**src/logic/serial_sub_pkg.sv**
```systemverilog
// constants, field layouts and carrier types shared by the dual serial port subsystem
// assumes a single 50 MHz clock and an 8-bit i/o request port with 10-bit addresses
package serial_sub_pkg;
	localparam int CLK_HZ = 50_000_000;
	localparam int MAX_BAUD = 115_200;
	localparam int OVERSAMPLE = 16;
	// divisor for the 115.2k rate, loaded at reset; smaller nonzero divisors are accepted and run faster
	localparam logic [15:0] DIV_MIN = 16'(CLK_HZ / (OVERSAMPLE * MAX_BAUD));
	localparam logic [15:0] DIV_RST = DIV_MIN;
	// fixed i/o windows, eight bytes each
	localparam logic [9:0] COM1_BASE = 10'h3f8;
	localparam logic [9:0] COM2_BASE = 10'h2f8;
	localparam logic [9:0] WIN_MASK = 10'h3f8;
	// register offsets inside a window
	localparam logic [2:0] OFS_DATA = 3'h0;
	localparam logic [2:0] OFS_IER = 3'h1;
	localparam logic [2:0] OFS_IIR = 3'h2;
	localparam logic [2:0] OFS_LCR = 3'h3;
	localparam logic [2:0] OFS_MCR = 3'h4;
	localparam logic [2:0] OFS_LSR = 3'h5;
	localparam logic [2:0] OFS_MSR = 3'h6;
	localparam logic [2:0] OFS_SCR = 3'h7;
	// line control fields
	localparam int LCR_DLAB = 7;
	localparam int LCR_STOP = 2;
	localparam logic [7:0] LCR_RST = 8'h03;
	// fifo control fields
	localparam int FCR_EN = 0;
	localparam int FCR_RXCLR = 1;
	localparam int FCR_TXCLR = 2;
	// interrupt identification codes
	localparam logic [3:0] IIR_NONE = 4'h1;
	localparam logic [3:0] IIR_LINE = 4'h6;
	localparam logic [3:0] IIR_RXDATA = 4'h4;
	localparam logic [3:0] IIR_THRE = 4'h2;
	// character buffer
	localparam int PTR_W = 5;
	localparam logic [PTR_W-1:0] FIFO_DEPTH = 5'h10;
	// oversample ticks per bit, per half bit, and for the stop periods
	localparam logic [5:0] TK_BIT = 6'h10;
	localparam logic [5:0] TK_HALF = 6'h08;
	localparam logic [5:0] TK_STOP15 = 6'h18;
	localparam logic [5:0] TK_STOP2 = 6'h20;

	typedef struct packed {
		logic [9:0] addr;
		logic [7:0] wdata;
		logic wr;
		logic rd;
	} io_req_t;

	typedef enum logic [1:0] {
		ST_IDLE = 2'b00,
		ST_START = 2'b01,
		ST_DATA = 2'b10,
		ST_STOP = 2'b11
	} line_state_t;
endpackage

```
**src/logic/dual_serial_port_subsystem.sv**
```systemverilog
// two asynchronous serial ports behind fixed i/o windows, with per-port enable and fixed irq lines
// assumes synchronous inputs, one 50 MHz clock, and a shared irq wire resolved outside from the enables
//
// Operation
// - port one answers at 3f8h..3ffh, port two at 2f8h..2ffh, never relocated
// - each port has an enable; a disabled port ignores its i/o window
// - port one interrupts only on irq4, port two only on irq3
// - a disabled port releases and stops driving its interrupt line
// - each port holds a sixteen byte character buffer
// - bit rate set by software divisor, reset to about 115.2k baud, up to 3.125M baud at divisor 1
// - character length five to eight bits, stop period one, one and half, two
// - port two drives exactly one line interface, rs-232c or rs-485
//
// The register offsets and the strobed register port were chosen for this implementation.
`timescale 1ns/1ps

module serial_port_core
	import serial_sub_pkg::*;
(
	input wire logic ref_clk,
	input wire logic rst_n,
	input wire logic sel,
	input wire io_req_t req,
	output logic [7:0] rdata_r,
	output logic irq_pend,
	output logic tx_active,
	output logic txd_r,
	input wire logic rxd
);
	function automatic logic [3:0] char_bits(input logic [7:0] lcr);
		char_bits = 4'h5 + {2'b00, lcr[1:0]};
	endfunction

	logic [7:0] dll_r, dlm_r, lcr_r, scr_r;
	logic [2:0] ier_r;
	logic fifo_en_r;
	logic [2:0] ofs;
	logic dlab, wr_hit, rd_hit, thr_wr, rbr_rd, txclr, rxclr;
	assign ofs = req.addr[2:0];
	assign dlab = lcr_r[LCR_DLAB];
	assign wr_hit = sel & req.wr;
	assign rd_hit = sel & req.rd;
	assign thr_wr = wr_hit & (ofs == OFS_DATA) & !dlab;
	assign rbr_rd = rd_hit & (ofs == OFS_DATA) & !dlab;
	assign txclr = wr_hit & (ofs == OFS_IIR) & req.wdata[FCR_TXCLR];
	assign rxclr = wr_hit & (ofs == OFS_IIR) & req.wdata[FCR_RXCLR];

	// configuration registers; the divisor shares the data and ier offsets while dlab is set
	always_ff @(posedge ref_clk or negedge rst_n) begin
		if (!rst_n) begin
			dll_r <= DIV_RST[7:0];
			dlm_r <= DIV_RST[15:8];
			lcr_r <= LCR_RST;
			scr_r <= 8'h00;
			ier_r <= 3'h0;
			fifo_en_r <= 1'b0;
		end else if (wr_hit) begin
			case (ofs)
				OFS_DATA: if (dlab) dll_r <= req.wdata;
				OFS_IER: begin
					if (dlab) dlm_r <= req.wdata;
					else ier_r <= req.wdata[2:0];
				end
				OFS_IIR: fifo_en_r <= req.wdata[FCR_EN];
				OFS_LCR: lcr_r <= req.wdata;
				OFS_SCR: scr_r <= req.wdata;
				default: ;
			endcase
		end
	end

	// 16x sampling tick; a zero divisor stops the port rather than running flat out
	logic [15:0] baud_cnt_r, divisor;
	logic tick_r;
	assign divisor = {dlm_r, dll_r};
	always_ff @(posedge ref_clk or negedge rst_n) begin
		if (!rst_n) begin
			baud_cnt_r <= 16'h0000;
			tick_r <= 1'b0;
		end else if (divisor == 16'h0000) begin
			baud_cnt_r <= 16'h0000;
			tick_r <= 1'b0;
		end else if (baud_cnt_r == 16'h0000) begin
			baud_cnt_r <= divisor - 16'h0001;
			tick_r <= 1'b1;
		end else begin
			baud_cnt_r <= baud_cnt_r - 16'h0001;
			tick_r <= 1'b0;
		end
	end

	// transmit character buffer; writes to a full buffer are dropped
	logic [7:0] txf_mem [FIFO_DEPTH];
	logic [PTR_W-1:0] txf_wp_r, txf_rp_r, txf_cnt;
	logic txf_full, txf_empty, sk_push, sk_pop;
	assign txf_cnt = txf_wp_r - txf_rp_r;
	assign txf_full = (txf_cnt == FIFO_DEPTH);
	assign txf_empty = (txf_cnt == 5'h00);
	always_ff @(posedge ref_clk or negedge rst_n) begin
		if (!rst_n) begin
			txf_wp_r <= 5'h00;
			txf_rp_r <= 5'h00;
		end else if (txclr) begin
			txf_wp_r <= 5'h00;
			txf_rp_r <= 5'h00;
		end else begin
			if (thr_wr && !txf_full) txf_wp_r <= txf_wp_r + 5'h01;
			if (sk_push) txf_rp_r <= txf_rp_r + 5'h01;
		end
	end
	always_ff @(posedge ref_clk) begin
		if (thr_wr && !txf_full) txf_mem[txf_wp_r[3:0]] <= req.wdata;
	end

	// two-entry buffer between the character buffer and the shifter; the shifter stalls it
	logic [7:0] sk_data_r [2];
	logic [1:0] sk_cnt_r;
	line_state_t tx_st_r;
	assign sk_push = !txf_empty && (sk_cnt_r != 2'h2);
	assign sk_pop = (tx_st_r == ST_IDLE) && (sk_cnt_r != 2'h0);
	always_ff @(posedge ref_clk or negedge rst_n) begin
		if (!rst_n) begin
			sk_cnt_r <= 2'h0;
		end else if (txclr) begin
			sk_cnt_r <= 2'h0;
		end else if (sk_push && !sk_pop) begin
			sk_cnt_r <= sk_cnt_r + 2'h1;
		end else if (sk_pop && !sk_push) begin
			sk_cnt_r <= sk_cnt_r - 2'h1;
		end
	end
	always_ff @(posedge ref_clk) begin
		if (sk_push && !sk_pop) begin
			sk_data_r[sk_cnt_r[0]] <= txf_mem[txf_rp_r[3:0]];
		end else if (sk_pop && !sk_push) begin
			sk_data_r[0] <= sk_data_r[1];
		end else if (sk_pop && sk_push) begin
			if (sk_cnt_r == 2'h1) sk_data_r[0] <= txf_mem[txf_rp_r[3:0]];
			else begin
				sk_data_r[0] <= sk_data_r[1];
				sk_data_r[1] <= txf_mem[txf_rp_r[3:0]];
			end
		end
	end

	// transmit shifter, lsb first; stop is 1.5 bits only with five-bit characters
	logic [7:0] tx_sh_r;
	logic [5:0] tx_tk_r, stop_tk;
	logic [2:0] tx_bit_r;
	assign stop_tk = !lcr_r[LCR_STOP] ? TK_BIT : ((lcr_r[1:0] == 2'b00) ? TK_STOP15 : TK_STOP2);
	assign tx_active = (tx_st_r != ST_IDLE);
	always_ff @(posedge ref_clk or negedge rst_n) begin
		if (!rst_n) begin
			tx_st_r <= ST_IDLE;
			tx_sh_r <= 8'h00;
			tx_tk_r <= 6'h00;
			tx_bit_r <= 3'h0;
			txd_r <= 1'b1;
		end else begin
			case (tx_st_r)
				ST_IDLE: begin
					txd_r <= 1'b1;
					tx_tk_r <= 6'h00;
					if (sk_pop) begin
						tx_sh_r <= sk_data_r[0];
						tx_st_r <= ST_START;
					end
				end
				ST_START: begin
					txd_r <= 1'b0;
					if (tick_r) begin
						if (tx_tk_r == TK_BIT - 6'h01) begin
							tx_tk_r <= 6'h00;
							tx_bit_r <= 3'h0;
							tx_st_r <= ST_DATA;
						end else tx_tk_r <= tx_tk_r + 6'h01;
					end
				end
				ST_DATA: begin
					txd_r <= tx_sh_r[0];
					if (tick_r) begin
						if (tx_tk_r == TK_BIT - 6'h01) begin
							tx_tk_r <= 6'h00;
							tx_sh_r <= {1'b0, tx_sh_r[7:1]};
							if ({1'b0, tx_bit_r} == char_bits(lcr_r) - 4'h1) tx_st_r <= ST_STOP;
							else tx_bit_r <= tx_bit_r + 3'h1;
						end else tx_tk_r <= tx_tk_r + 6'h01;
					end
				end
				ST_STOP: begin
					txd_r <= 1'b1;
					if (tick_r) begin
						if (tx_tk_r == stop_tk - 6'h01) tx_st_r <= ST_IDLE;
						else tx_tk_r <= tx_tk_r + 6'h01;
					end
				end
				default: tx_st_r <= ST_IDLE;
			endcase
		end
	end

	// receive shifter; the start bit is rechecked at mid-bit to reject glitches
	line_state_t rx_st_r;
	logic [7:0] rx_sh_r, rx_word;
	logic [5:0] rx_tk_r;
	logic [2:0] rx_bit_r;
	logic rx_done;
	assign rx_done = (rx_st_r == ST_STOP) && tick_r && (rx_tk_r == TK_BIT - 6'h01);
	assign rx_word = rx_sh_r >> (4'h8 - char_bits(lcr_r));
	always_ff @(posedge ref_clk or negedge rst_n) begin
		if (!rst_n) begin
			rx_st_r <= ST_IDLE;
			rx_sh_r <= 8'h00;
			rx_tk_r <= 6'h00;
			rx_bit_r <= 3'h0;
		end else begin
			case (rx_st_r)
				ST_IDLE: begin
					rx_tk_r <= 6'h00;
					if (!rxd) rx_st_r <= ST_START;
				end
				ST_START: if (tick_r) begin
					if (rx_tk_r == TK_HALF - 6'h01) begin
						rx_tk_r <= 6'h00;
						rx_bit_r <= 3'h0;
						rx_st_r <= rxd ? ST_IDLE : ST_DATA;
					end else rx_tk_r <= rx_tk_r + 6'h01;
				end
				ST_DATA: if (tick_r) begin
					if (rx_tk_r == TK_BIT - 6'h01) begin
						rx_tk_r <= 6'h00;
						rx_sh_r <= {rxd, rx_sh_r[7:1]};
						if ({1'b0, rx_bit_r} == char_bits(lcr_r) - 4'h1) rx_st_r <= ST_STOP;
						else rx_bit_r <= rx_bit_r + 3'h1;
					end else rx_tk_r <= rx_tk_r + 6'h01;
				end
				ST_STOP: if (tick_r) begin
					if (rx_tk_r == TK_BIT - 6'h01) rx_st_r <= ST_IDLE;
					else rx_tk_r <= rx_tk_r + 6'h01;
				end
				default: rx_st_r <= ST_IDLE;
			endcase
		end
	end

	// receive character buffer; a word arriving when full is lost and flagged
	logic [7:0] rxf_mem [FIFO_DEPTH];
	logic [PTR_W-1:0] rxf_wp_r, rxf_rp_r, rxf_cnt;
	logic rxf_full, rxf_empty, rx_push;
	assign rxf_cnt = rxf_wp_r - rxf_rp_r;
	assign rxf_full = (rxf_cnt == FIFO_DEPTH);
	assign rxf_empty = (rxf_cnt == 5'h00);
	assign rx_push = rx_done && rxd && !rxf_full;
	always_ff @(posedge ref_clk or negedge rst_n) begin
		if (!rst_n) begin
			rxf_wp_r <= 5'h00;
			rxf_rp_r <= 5'h00;
		end else if (rxclr) begin
			rxf_wp_r <= 5'h00;
			rxf_rp_r <= 5'h00;
		end else begin
			if (rx_push) rxf_wp_r <= rxf_wp_r + 5'h01;
			if (rbr_rd && !rxf_empty) rxf_rp_r <= rxf_rp_r + 5'h01;
		end
	end
	always_ff @(posedge ref_clk) begin
		if (rx_push) rxf_mem[rxf_wp_r[3:0]] <= rx_word;
	end

	// sticky line errors, cleared by a status read; a new error in that cycle wins
	logic oe_r, fe_r, thre, temt;
	always_ff @(posedge ref_clk or negedge rst_n) begin
		if (!rst_n) begin
			oe_r <= 1'b0;
			fe_r <= 1'b0;
		end else begin
			oe_r <= (rx_done && rxd && rxf_full) || (oe_r && !(rd_hit && ofs == OFS_LSR));
			fe_r <= (rx_done && !rxd) || (fe_r && !(rd_hit && ofs == OFS_LSR));
		end
	end
	assign thre = txf_empty && (sk_cnt_r == 2'h0);
	assign temt = thre && !tx_active;

	// interrupt cause in priority order: line error, received data, transmitter empty
	logic [3:0] iir_code;
	always_comb begin
		if (ier_r[2] && (oe_r || fe_r)) iir_code = IIR_LINE;
		else if (ier_r[0] && !rxf_empty) iir_code = IIR_RXDATA;
		else if (ier_r[1] && thre) iir_code = IIR_THRE;
		else iir_code = IIR_NONE;
	end
	assign irq_pend = !iir_code[0];

	// read data lands one cycle after the strobe and reads zero otherwise
	logic [7:0] rd_val;
	always_comb begin
		case (ofs)
			OFS_DATA: rd_val = dlab ? dll_r : (rxf_empty ? 8'h00 : rxf_mem[rxf_rp_r[3:0]]);
			OFS_IER: rd_val = dlab ? dlm_r : {5'h00, ier_r};
			OFS_IIR: rd_val = {fifo_en_r, fifo_en_r, 2'b00, iir_code};
			OFS_LCR: rd_val = lcr_r;
			OFS_LSR: rd_val = {1'b0, temt, thre, 1'b0, fe_r, 1'b0, oe_r, !rxf_empty};
			OFS_SCR: rd_val = scr_r;
			default: rd_val = 8'h00;
		endcase
	end
	always_ff @(posedge ref_clk or negedge rst_n) begin
		if (!rst_n) rdata_r <= 8'h00;
		else rdata_r <= rd_hit ? rd_val : 8'h00;
	end
endmodule

module dual_serial_port_subsystem
	import serial_sub_pkg::*;
(
	input wire logic ref_clk,
	input wire logic rst_n,
	input wire io_req_t io_req,
	output logic [7:0] io_rdata,
	output logic io_claim,
	input wire logic [1:0] port_en,
	input wire logic rs485_sel,
	output logic irq4_o,
	output logic irq4_oe,
	output logic irq3_o,
	output logic irq3_oe,
	output logic txd1,
	input wire logic rxd1,
	output logic txd2_232,
	input wire logic rxd2_232,
	output logic rs485_do,
	output logic rs485_de,
	input wire logic rs485_di
);
	function automatic logic in_window(input logic [9:0] addr, input logic [9:0] base);
		in_window = ((addr & WIN_MASK) == base);
	endfunction

	// fixed windows, each gated by its enable so a disabled window is left to the bus
	logic [1:0] hit, pend, active, txd_c;
	logic [7:0] rdata0, rdata1;
	assign hit[0] = port_en[0] && in_window(io_req.addr, COM1_BASE);
	assign hit[1] = port_en[1] && in_window(io_req.addr, COM2_BASE);
	assign io_claim = |hit;
	assign io_rdata = rdata0 | rdata1;

	serial_port_core u_port1 (
		.ref_clk(ref_clk),
		.rst_n(rst_n),
		.sel(hit[0]),
		.req(io_req),
		.rdata_r(rdata0),
		.irq_pend(pend[0]),
		.tx_active(active[0]),
		.txd_r(txd_c[0]),
		.rxd(rxd1)
	);
	// port two listens only to the selected line interface
	serial_port_core u_port2 (
		.ref_clk(ref_clk),
		.rst_n(rst_n),
		.sel(hit[1]),
		.req(io_req),
		.rdata_r(rdata1),
		.irq_pend(pend[1]),
		.tx_active(active[1]),
		.txd_r(txd_c[1]),
		.rxd(rs485_sel ? rs485_di : rxd2_232)
	);

	// fixed irq lines; released entirely when the port is off so another card may drive them
	always_ff @(posedge ref_clk or negedge rst_n) begin
		if (!rst_n) begin
			irq4_o <= 1'b0;
			irq4_oe <= 1'b0;
			irq3_o <= 1'b0;
			irq3_oe <= 1'b0;
		end else begin
			irq4_oe <= port_en[0];
			irq4_o <= port_en[0] && pend[0];
			irq3_oe <= port_en[1];
			irq3_o <= port_en[1] && pend[1];
		end
	end

	// line pins; the unused interface of port two idles high with its driver off
	always_ff @(posedge ref_clk or negedge rst_n) begin
		if (!rst_n) begin
			txd1 <= 1'b1;
			txd2_232 <= 1'b1;
			rs485_do <= 1'b1;
			rs485_de <= 1'b0;
		end else begin
			txd1 <= txd_c[0];
			txd2_232 <= rs485_sel ? 1'b1 : txd_c[1];
			rs485_do <= rs485_sel ? txd_c[1] : 1'b1;
			rs485_de <= rs485_sel && port_en[1] && active[1];
		end
	end
endmodule

```
**config.mk**
```make
export PLATFORM = sky130hd
export DESIGN_NAME = dual_serial_port_subsystem
export DESIGN_NICKNAME = d
export VERILOG_FILES = /design/src/logic/serial_sub_pkg.sv /design/src/logic/dual_serial_port_subsystem.sv
export SDC_FILE = /design/constraint.sdc
export NUM_CORES = 1
export LEC_CHECK = 0
export BUFFER_PORTS_ARGS = -buffer_cell sky130_fd_sc_hd__buf_2
export CORE_MARGIN = 2
export CORE_UTILIZATION = 58
export DETAILED_ROUTE_END_ITERATION = 7
export GPL_TIMING_DRIVEN = 1
export PLACE_DENSITY = 0.71
export RECOVER_POWER = 100
export SLEW_MARGIN = 20
export SYNTH_ARGS = -nofsm -noshare
export SYNTH_HDL_FRONTEND = slang
export SYNTH_SLANG_ARGS = --single-unit
```
**constraint.sdc**
```tcl
create_clock -name ref_clk -period 4.65 [get_ports ref_clk]
set_input_delay 0.6975 -clock ref_clk [delete_from_list [all_inputs] [get_ports ref_clk]]
set_output_delay 0.6975 -clock ref_clk [all_outputs]
set_load 0.01 [all_outputs]
```
# Word-level counts from Yosys, hierarchy flattened
# Memory sizes are Yosys's and may differ from the RTL's.
# Cells that the tools add are included.
# Widths: inputs -> output; s select.
# word_totals
in_bits	28
ff_bits	256
memories	6
mem_bits_rw	544
word_cells	553
# mem_list
memory	depth	word_bits	rd	rd_clocked_by_memory_dff	write_ports	line	rtl
u_port1.rxf_mem	16	8	1	0	1	dual_serial_port_subsystem.sv:247	logic [7:0] rxf_mem [FIFO_DEPTH];
u_port1.txf_mem	16	8	1	0	1	dual_serial_port_subsystem.sv:93	logic [7:0] txf_mem [FIFO_DEPTH];
u_port2.rxf_mem	16	8	1	0	1	dual_serial_port_subsystem.sv:247	
u_port2.txf_mem	16	8	1	0	1	dual_serial_port_subsystem.sv:93	
u_port1.sk_data_r	2	8	2	0	2	dual_serial_port_subsystem.sv:116	logic [7:0] sk_data_r [2];
u_port2.sk_data_r	2	8	2	0	2	dual_serial_port_subsystem.sv:116	
# op_classes
eq_ne	81
mux	197
shift	2
addsub	36
bitwise	25
n_reduce_logical	148
# op_table
op	n
$mux 8	20
$mux 6	24
$pmux 8 s6	2
$mux 2	42
$mux 5	16
$logic_not 16->1	4
$mux 16	4
$sub 16x1->16 const B	4
$mux 3	20
$ne 2x1->1 const B	30
$mux 1	49
$logic_and 1x1->1	48
$pmux 6 s4	2
$add 5x1->5 const B	8
$pmux 6 s3	2
$reduce_bool 2->1	18
$pmux 2 s4	4
$pmux 8 s2	2
$reduce_and 8->1	4
$reduce_and 3->1	10
$ne 2x2->1 const B	14
$add 6x1->6 const B	4
$eq 6x4->1 const B	4
$pmux 3 s2	4
36 further kinds	150

# Depth between registers and ports, before layout
# logic_depth
depth_word	13
ltp_mapped	16
depth_no_buf	13

# Modules after synthesis
# From an unflattened synthesis, not the netlist that was laid out.
# unflattened
hier_cells	2472
area_unflattened_um2	35736.8
# modules_own_cells
mod	seq_area_each_um2	cells_each	instances	area_each_um2
serial_port_core (u_port1)	11279.6	1210	1	17700.7
serial_port_core (u_port2)	11279.6	1233	1	17683.2
dual_serial_port_subsystem	203.9	29	1	352.8

# Least setup slack after synthesis
# OpenSTA, ideal clock, no wires.
# synth_path
kind	register -> register
start	reg u_port1.txf_rp_r[2]
end	mem u_port1.sk_data_r[1][0] (enable)
arrival_time_ns	3.656
path_stages_with_launch	14
setup_ns	0.398
synth_period_minus_slack_ns	4.054
path_slack_ns	0.596
required_ns	4.252
path_cell_list	dfrtp_1 clkbuf_1 clkbuf_1 inv_1 clkbuf_1 ha_1 nor2_1 o211ai_1 a21oi_1 o21ai_0 nand2_1 inv_1 ha_1 o41ai_1
# synth_rtl
element	line	rtl
start: declaration	dual_serial_port_subsystem.sv:94	logic [PTR_W-1:0] txf_wp_r, txf_rp_r, txf_cnt;
start signal: assignment	dual_serial_port_subsystem.sv:108	if (sk_push) txf_rp_r <= txf_rp_r + 5'h01;
end: declaration	dual_serial_port_subsystem.sv:116	

==> impl_metrics.env <==
export IMPL_outcome="complete, but fails checks"
export IMPL_violations="max-capacitance violations, max-slew violations"
export IMPL_layout_commonest_cell="edfxtp_1"
export IMPL_hold_violations=0
export IMPL_core_area_um2=60580
export IMPL_vdd_ir_drop_max_mv=0.3479
export IMPL_place_congestion=0.8913
export IMPL_critPathMaxFanout=21
export IMPL_clockBufferDepth=3
export IMPL_ctsHoldBuffers=0
export IMPL_setup_violations=0
export IMPL_cp_top_family="compound AO/OA/AOI/OAI gates"
export IMPL_io_buffers=44
export IMPL_drt_total_wl_um=79640
export IMPL_netlist_instances=2438
export IMPL_powerDensity_nw_per_um2=465.5
export IMPL_cp_slowest_cell="a41oi_1"
export IMPL_ys_top_cells_by_area="edfxtp_1 46%, dfrtp_1 17%, mux4_2 9.9%, mux2_2 3.2%, ha_1 2.5%"
export IMPL_ant_nets=0
export IMPL_clkTransAtPathRegs_ns=0.06
export IMPL_r2r_cells=10
export IMPL_cts_resized=0
export IMPL_leakage_nw=14.98
export IMPL_first_pass_iters=5
export IMPL_synth_main_ff_cell="edfxtp_1"
export IMPL_yosys_area_top_type="edfxtp_1"
export IMPL_fmax_mhz=256.7
export IMPL_reg2reg_from="u_port2.txf_wp_r[2]"
export IMPL_dieArea_um2=63620
export IMPL_slew_viol_final=409
export IMPL_clock_latency_ns=0.63
export IMPL_nets=2607
export IMPL_crit_chain="ha_1 -> inv_1 -> a2111oi_0 -> o211ai_1 -> a21oi_1 -> or2_2 -> inv_1 -> ha_1 -> a41oi_1 -> mux2_1"
export IMPL_post_route_period_util=0.8377
export IMPL_drt_iter0_drc=2036
export IMPL_antenna_found_initial=6
export IMPL_stdcell_area_um2=39340
export IMPL_drcViolationCount=0
export IMPL_path_buf_inv=2
export IMPL_slew_headroom=-0.7622
export IMPL_maxCapViolCount=9
export IMPL_rsz0062_at_grt="false"
export IMPL_grt_usage=0.2548
export IMPL_die_w_um=252.2
export IMPL_ys_seq_area_frac=0.6369
export IMPL_dr_total_vias=21550
export IMPL_worstSetupStartpoint="u_port2.txf_wp_r[2]"
export IMPL_place_area_um2=36900
export IMPL_ys_types=89
export IMPL_avgSynthCellArea_um2=14.66
export IMPL_hpwl_um=52500
export IMPL_n_antenna_cell=0
export IMPL_worstSetupPathType="register to register"
export IMPL_wl_per_cell_um=23.72
export IMPL_hold_path_class="input pin to register"
export IMPL_postCtsSetupRepairBufs=0
export IMPL_htreeDepth=3
export IMPL_numCtsBuffers=81
export IMPL_synth_top_cell_area_share=0.4571
export IMPL_cts_sink_count=800
export IMPL_cp_required_ns=5.02
export IMPL_ctsRootBufferMaster="clkbuf_16"
export IMPL_routed_via_density=6.419
export IMPL_cp_num_cells=10
export IMPL_period_needed_ns=3.895
export IMPL_r2r_end="u_port2.sk_data_r[0][4]"
export IMPL_cp_endpoint="u_port2.sk_data_r[0][4]"
export IMPL_start_util=0.5899
export IMPL_skew_ns=0.02044
export IMPL_async_flop_share=0.3200
export IMPL_cp_start_kind="register"
export IMPL_first_global_vias=21280
export IMPL_rrSetupSlack_ns=0.75
export IMPL_yosysWarnings=0
export IMPL_grt_pass1_wl_um=124500
export IMPL_drive_above_1_share=0.1845
export IMPL_grt_max_degree=103
export IMPL_max_stage_delay_ns=0.77
export IMPL_die_y_um=252.2
export IMPL_cts_tree="built"
export IMPL_pin_count=45
export IMPL_worstMarginPinSlew_ns=2.643
export IMPL_crit_arrival_ns=4.26
export IMPL_gr_total_overflow=0
export IMPL_std_cell_rows=90
export IMPL_finalSetupTns_ns=0
export IMPL_synth_fp_nets=2536
export IMPL_area_growth_pct=10.07
export IMPL_synth_edf_count=544
export IMPL_layout_common_cells="544 x edfxtp_1, 235 x dfrtp_1, 177 x nand2_1"
export IMPL_syn_area_um2=35740
export IMPL_endpoint_kind="register"
export IMPL_ys_ff_latch=800
-- synth_stat cells (6+ instances only) --
cell type,instances
nand4b_1,6
edfxtp_1,544
ha_1,70
o21a_1,12
a22o_1,17
nand4_1,9
a211oi_1,8
xnor2_1,25
a22oi_1,9
inv_1,73
buf_2,21
and3_1,27
buf_1,8
and4b_1,18
and4_1,10
clkbuf_1,76
nor4_1,18
mux4_2,157
nor2_1,156
dfrtp_1,239
a221oi_1,8
o21ai_0,95
a31oi_1,28
nand2b_1,21
o31ai_1,20
nor3_1,36
nor2b_1,18
dfstp_2,17
a21oi_1,101
mux2i_1,38
or2_2,18
nand2_1,177
or4_1,13
nand3_1,84
mux2_2,102
xor2_1,26
nor4bb_1,8
or3_1,15
-- worst reg2reg max path: stages (launching register included) --
cell       delay, ns
dfrtp_1         0.74
ha_1            0.31
inv_1           0.07
a2111oi_0       0.52
o211ai_1        0.21
a21oi_1         0.17
or2_2           0.16
inv_1           0.06
ha_1            0.19
a41oi_1         0.77
mux2_1          0.43
-- metrics by stage --
step           std cells  utilization  power [mW]  setup WS, ns  hold WS (ns)
2_1_floorplan       2438            -       10.97        0.5958        0.3452
3_3_place_gp        3207       0.6090       11.78         1.051        0.3507
3_5_place_dp        3207       0.6091       11.91        0.7421        0.3543
4_1_cts             3356       0.6535       18.46        0.7895        0.1093
5_1_grt             3357       0.6493       19.11        0.4539        0.2665
6_report            3357       0.6493       18.31        0.7549        0.2717
-- registers in the layout, indices dropped and copies added (netlist names), 16 cells and up, named ones only --
register            flops
u_port1.baud_cnt_r     16
u_port1.rxf_mem       128
u_port1.sk_data_r      16
u_port1.txf_mem       128
u_port2.baud_cnt_r     16
u_port2.rxf_mem       128
u_port2.sk_data_r      16
u_port2.txf_mem       128
-- report_power, final --
group          internal [mW]  switching (mW)
clock                   3.84            2.70
sequential              8.11           0.224
combinational           1.46            1.98
-- cell type report --
type / count / area (um^2)
timing repair buffer: 93 / 412.9
fill: 4295 / 21250
multi-input combinational: 1458 / 12200
sequential: 800 / 22770
inverter: 75 / 281.5
clock buffer: 103 / 2263
tap: 782 / 978.4
clock inverter: 46 / 429.2
-- routing by layer --
| layer | part of all wire | GRT usage | vias up | routed length [um] |
|---|---|---|---|---|
| li1 | - | - | 9578 | - |
| met1 | 0.43 | 0.3648 | 11040 | 34000 |
| met2 | 0.48 | 0.4091 | 785 | 38470 |
| met3 | 0.065 | 0.04645 | 136 | 5196 |
| met4 | 0.024 | 0.06543 | 8 | 1933 |
| met5 | 0.00053 | 0 | - | 42 |
-- worst min-delay path by stage --
stage	from	end	slack [ns]	cells after the start
final	rs485_sel	rs485_do	0.27	2
after global routing	rs485_sel	rs485_do	0.27	2
after global placement	u_port1.txd_r	txd1	0.35	0
after floorplan	u_port1.txd_r	txd1	0.35	0
after CTS	rst_n	u_port2.rx_sh_r[1]	0.11	1
after detailed placement	u_port1.txd_r	txd1	0.35	0
-- cells by family after synthesis --
logic type               after synthesis  share of synthesized area
XOR/XNOR                              51                    0.01250
AND/OR/NAND/NOR                      666                    0.09610
adder cells (fa/ha/maj)               70                    0.02451
AO/OA/AOI/OAI                        374                    0.06859
multiplexers                         297                     0.1417
flip-flops                           800                     0.6369
buffers and inverters                180                    0.01964
Note: power is estimated with default switching activity, not from simulation.
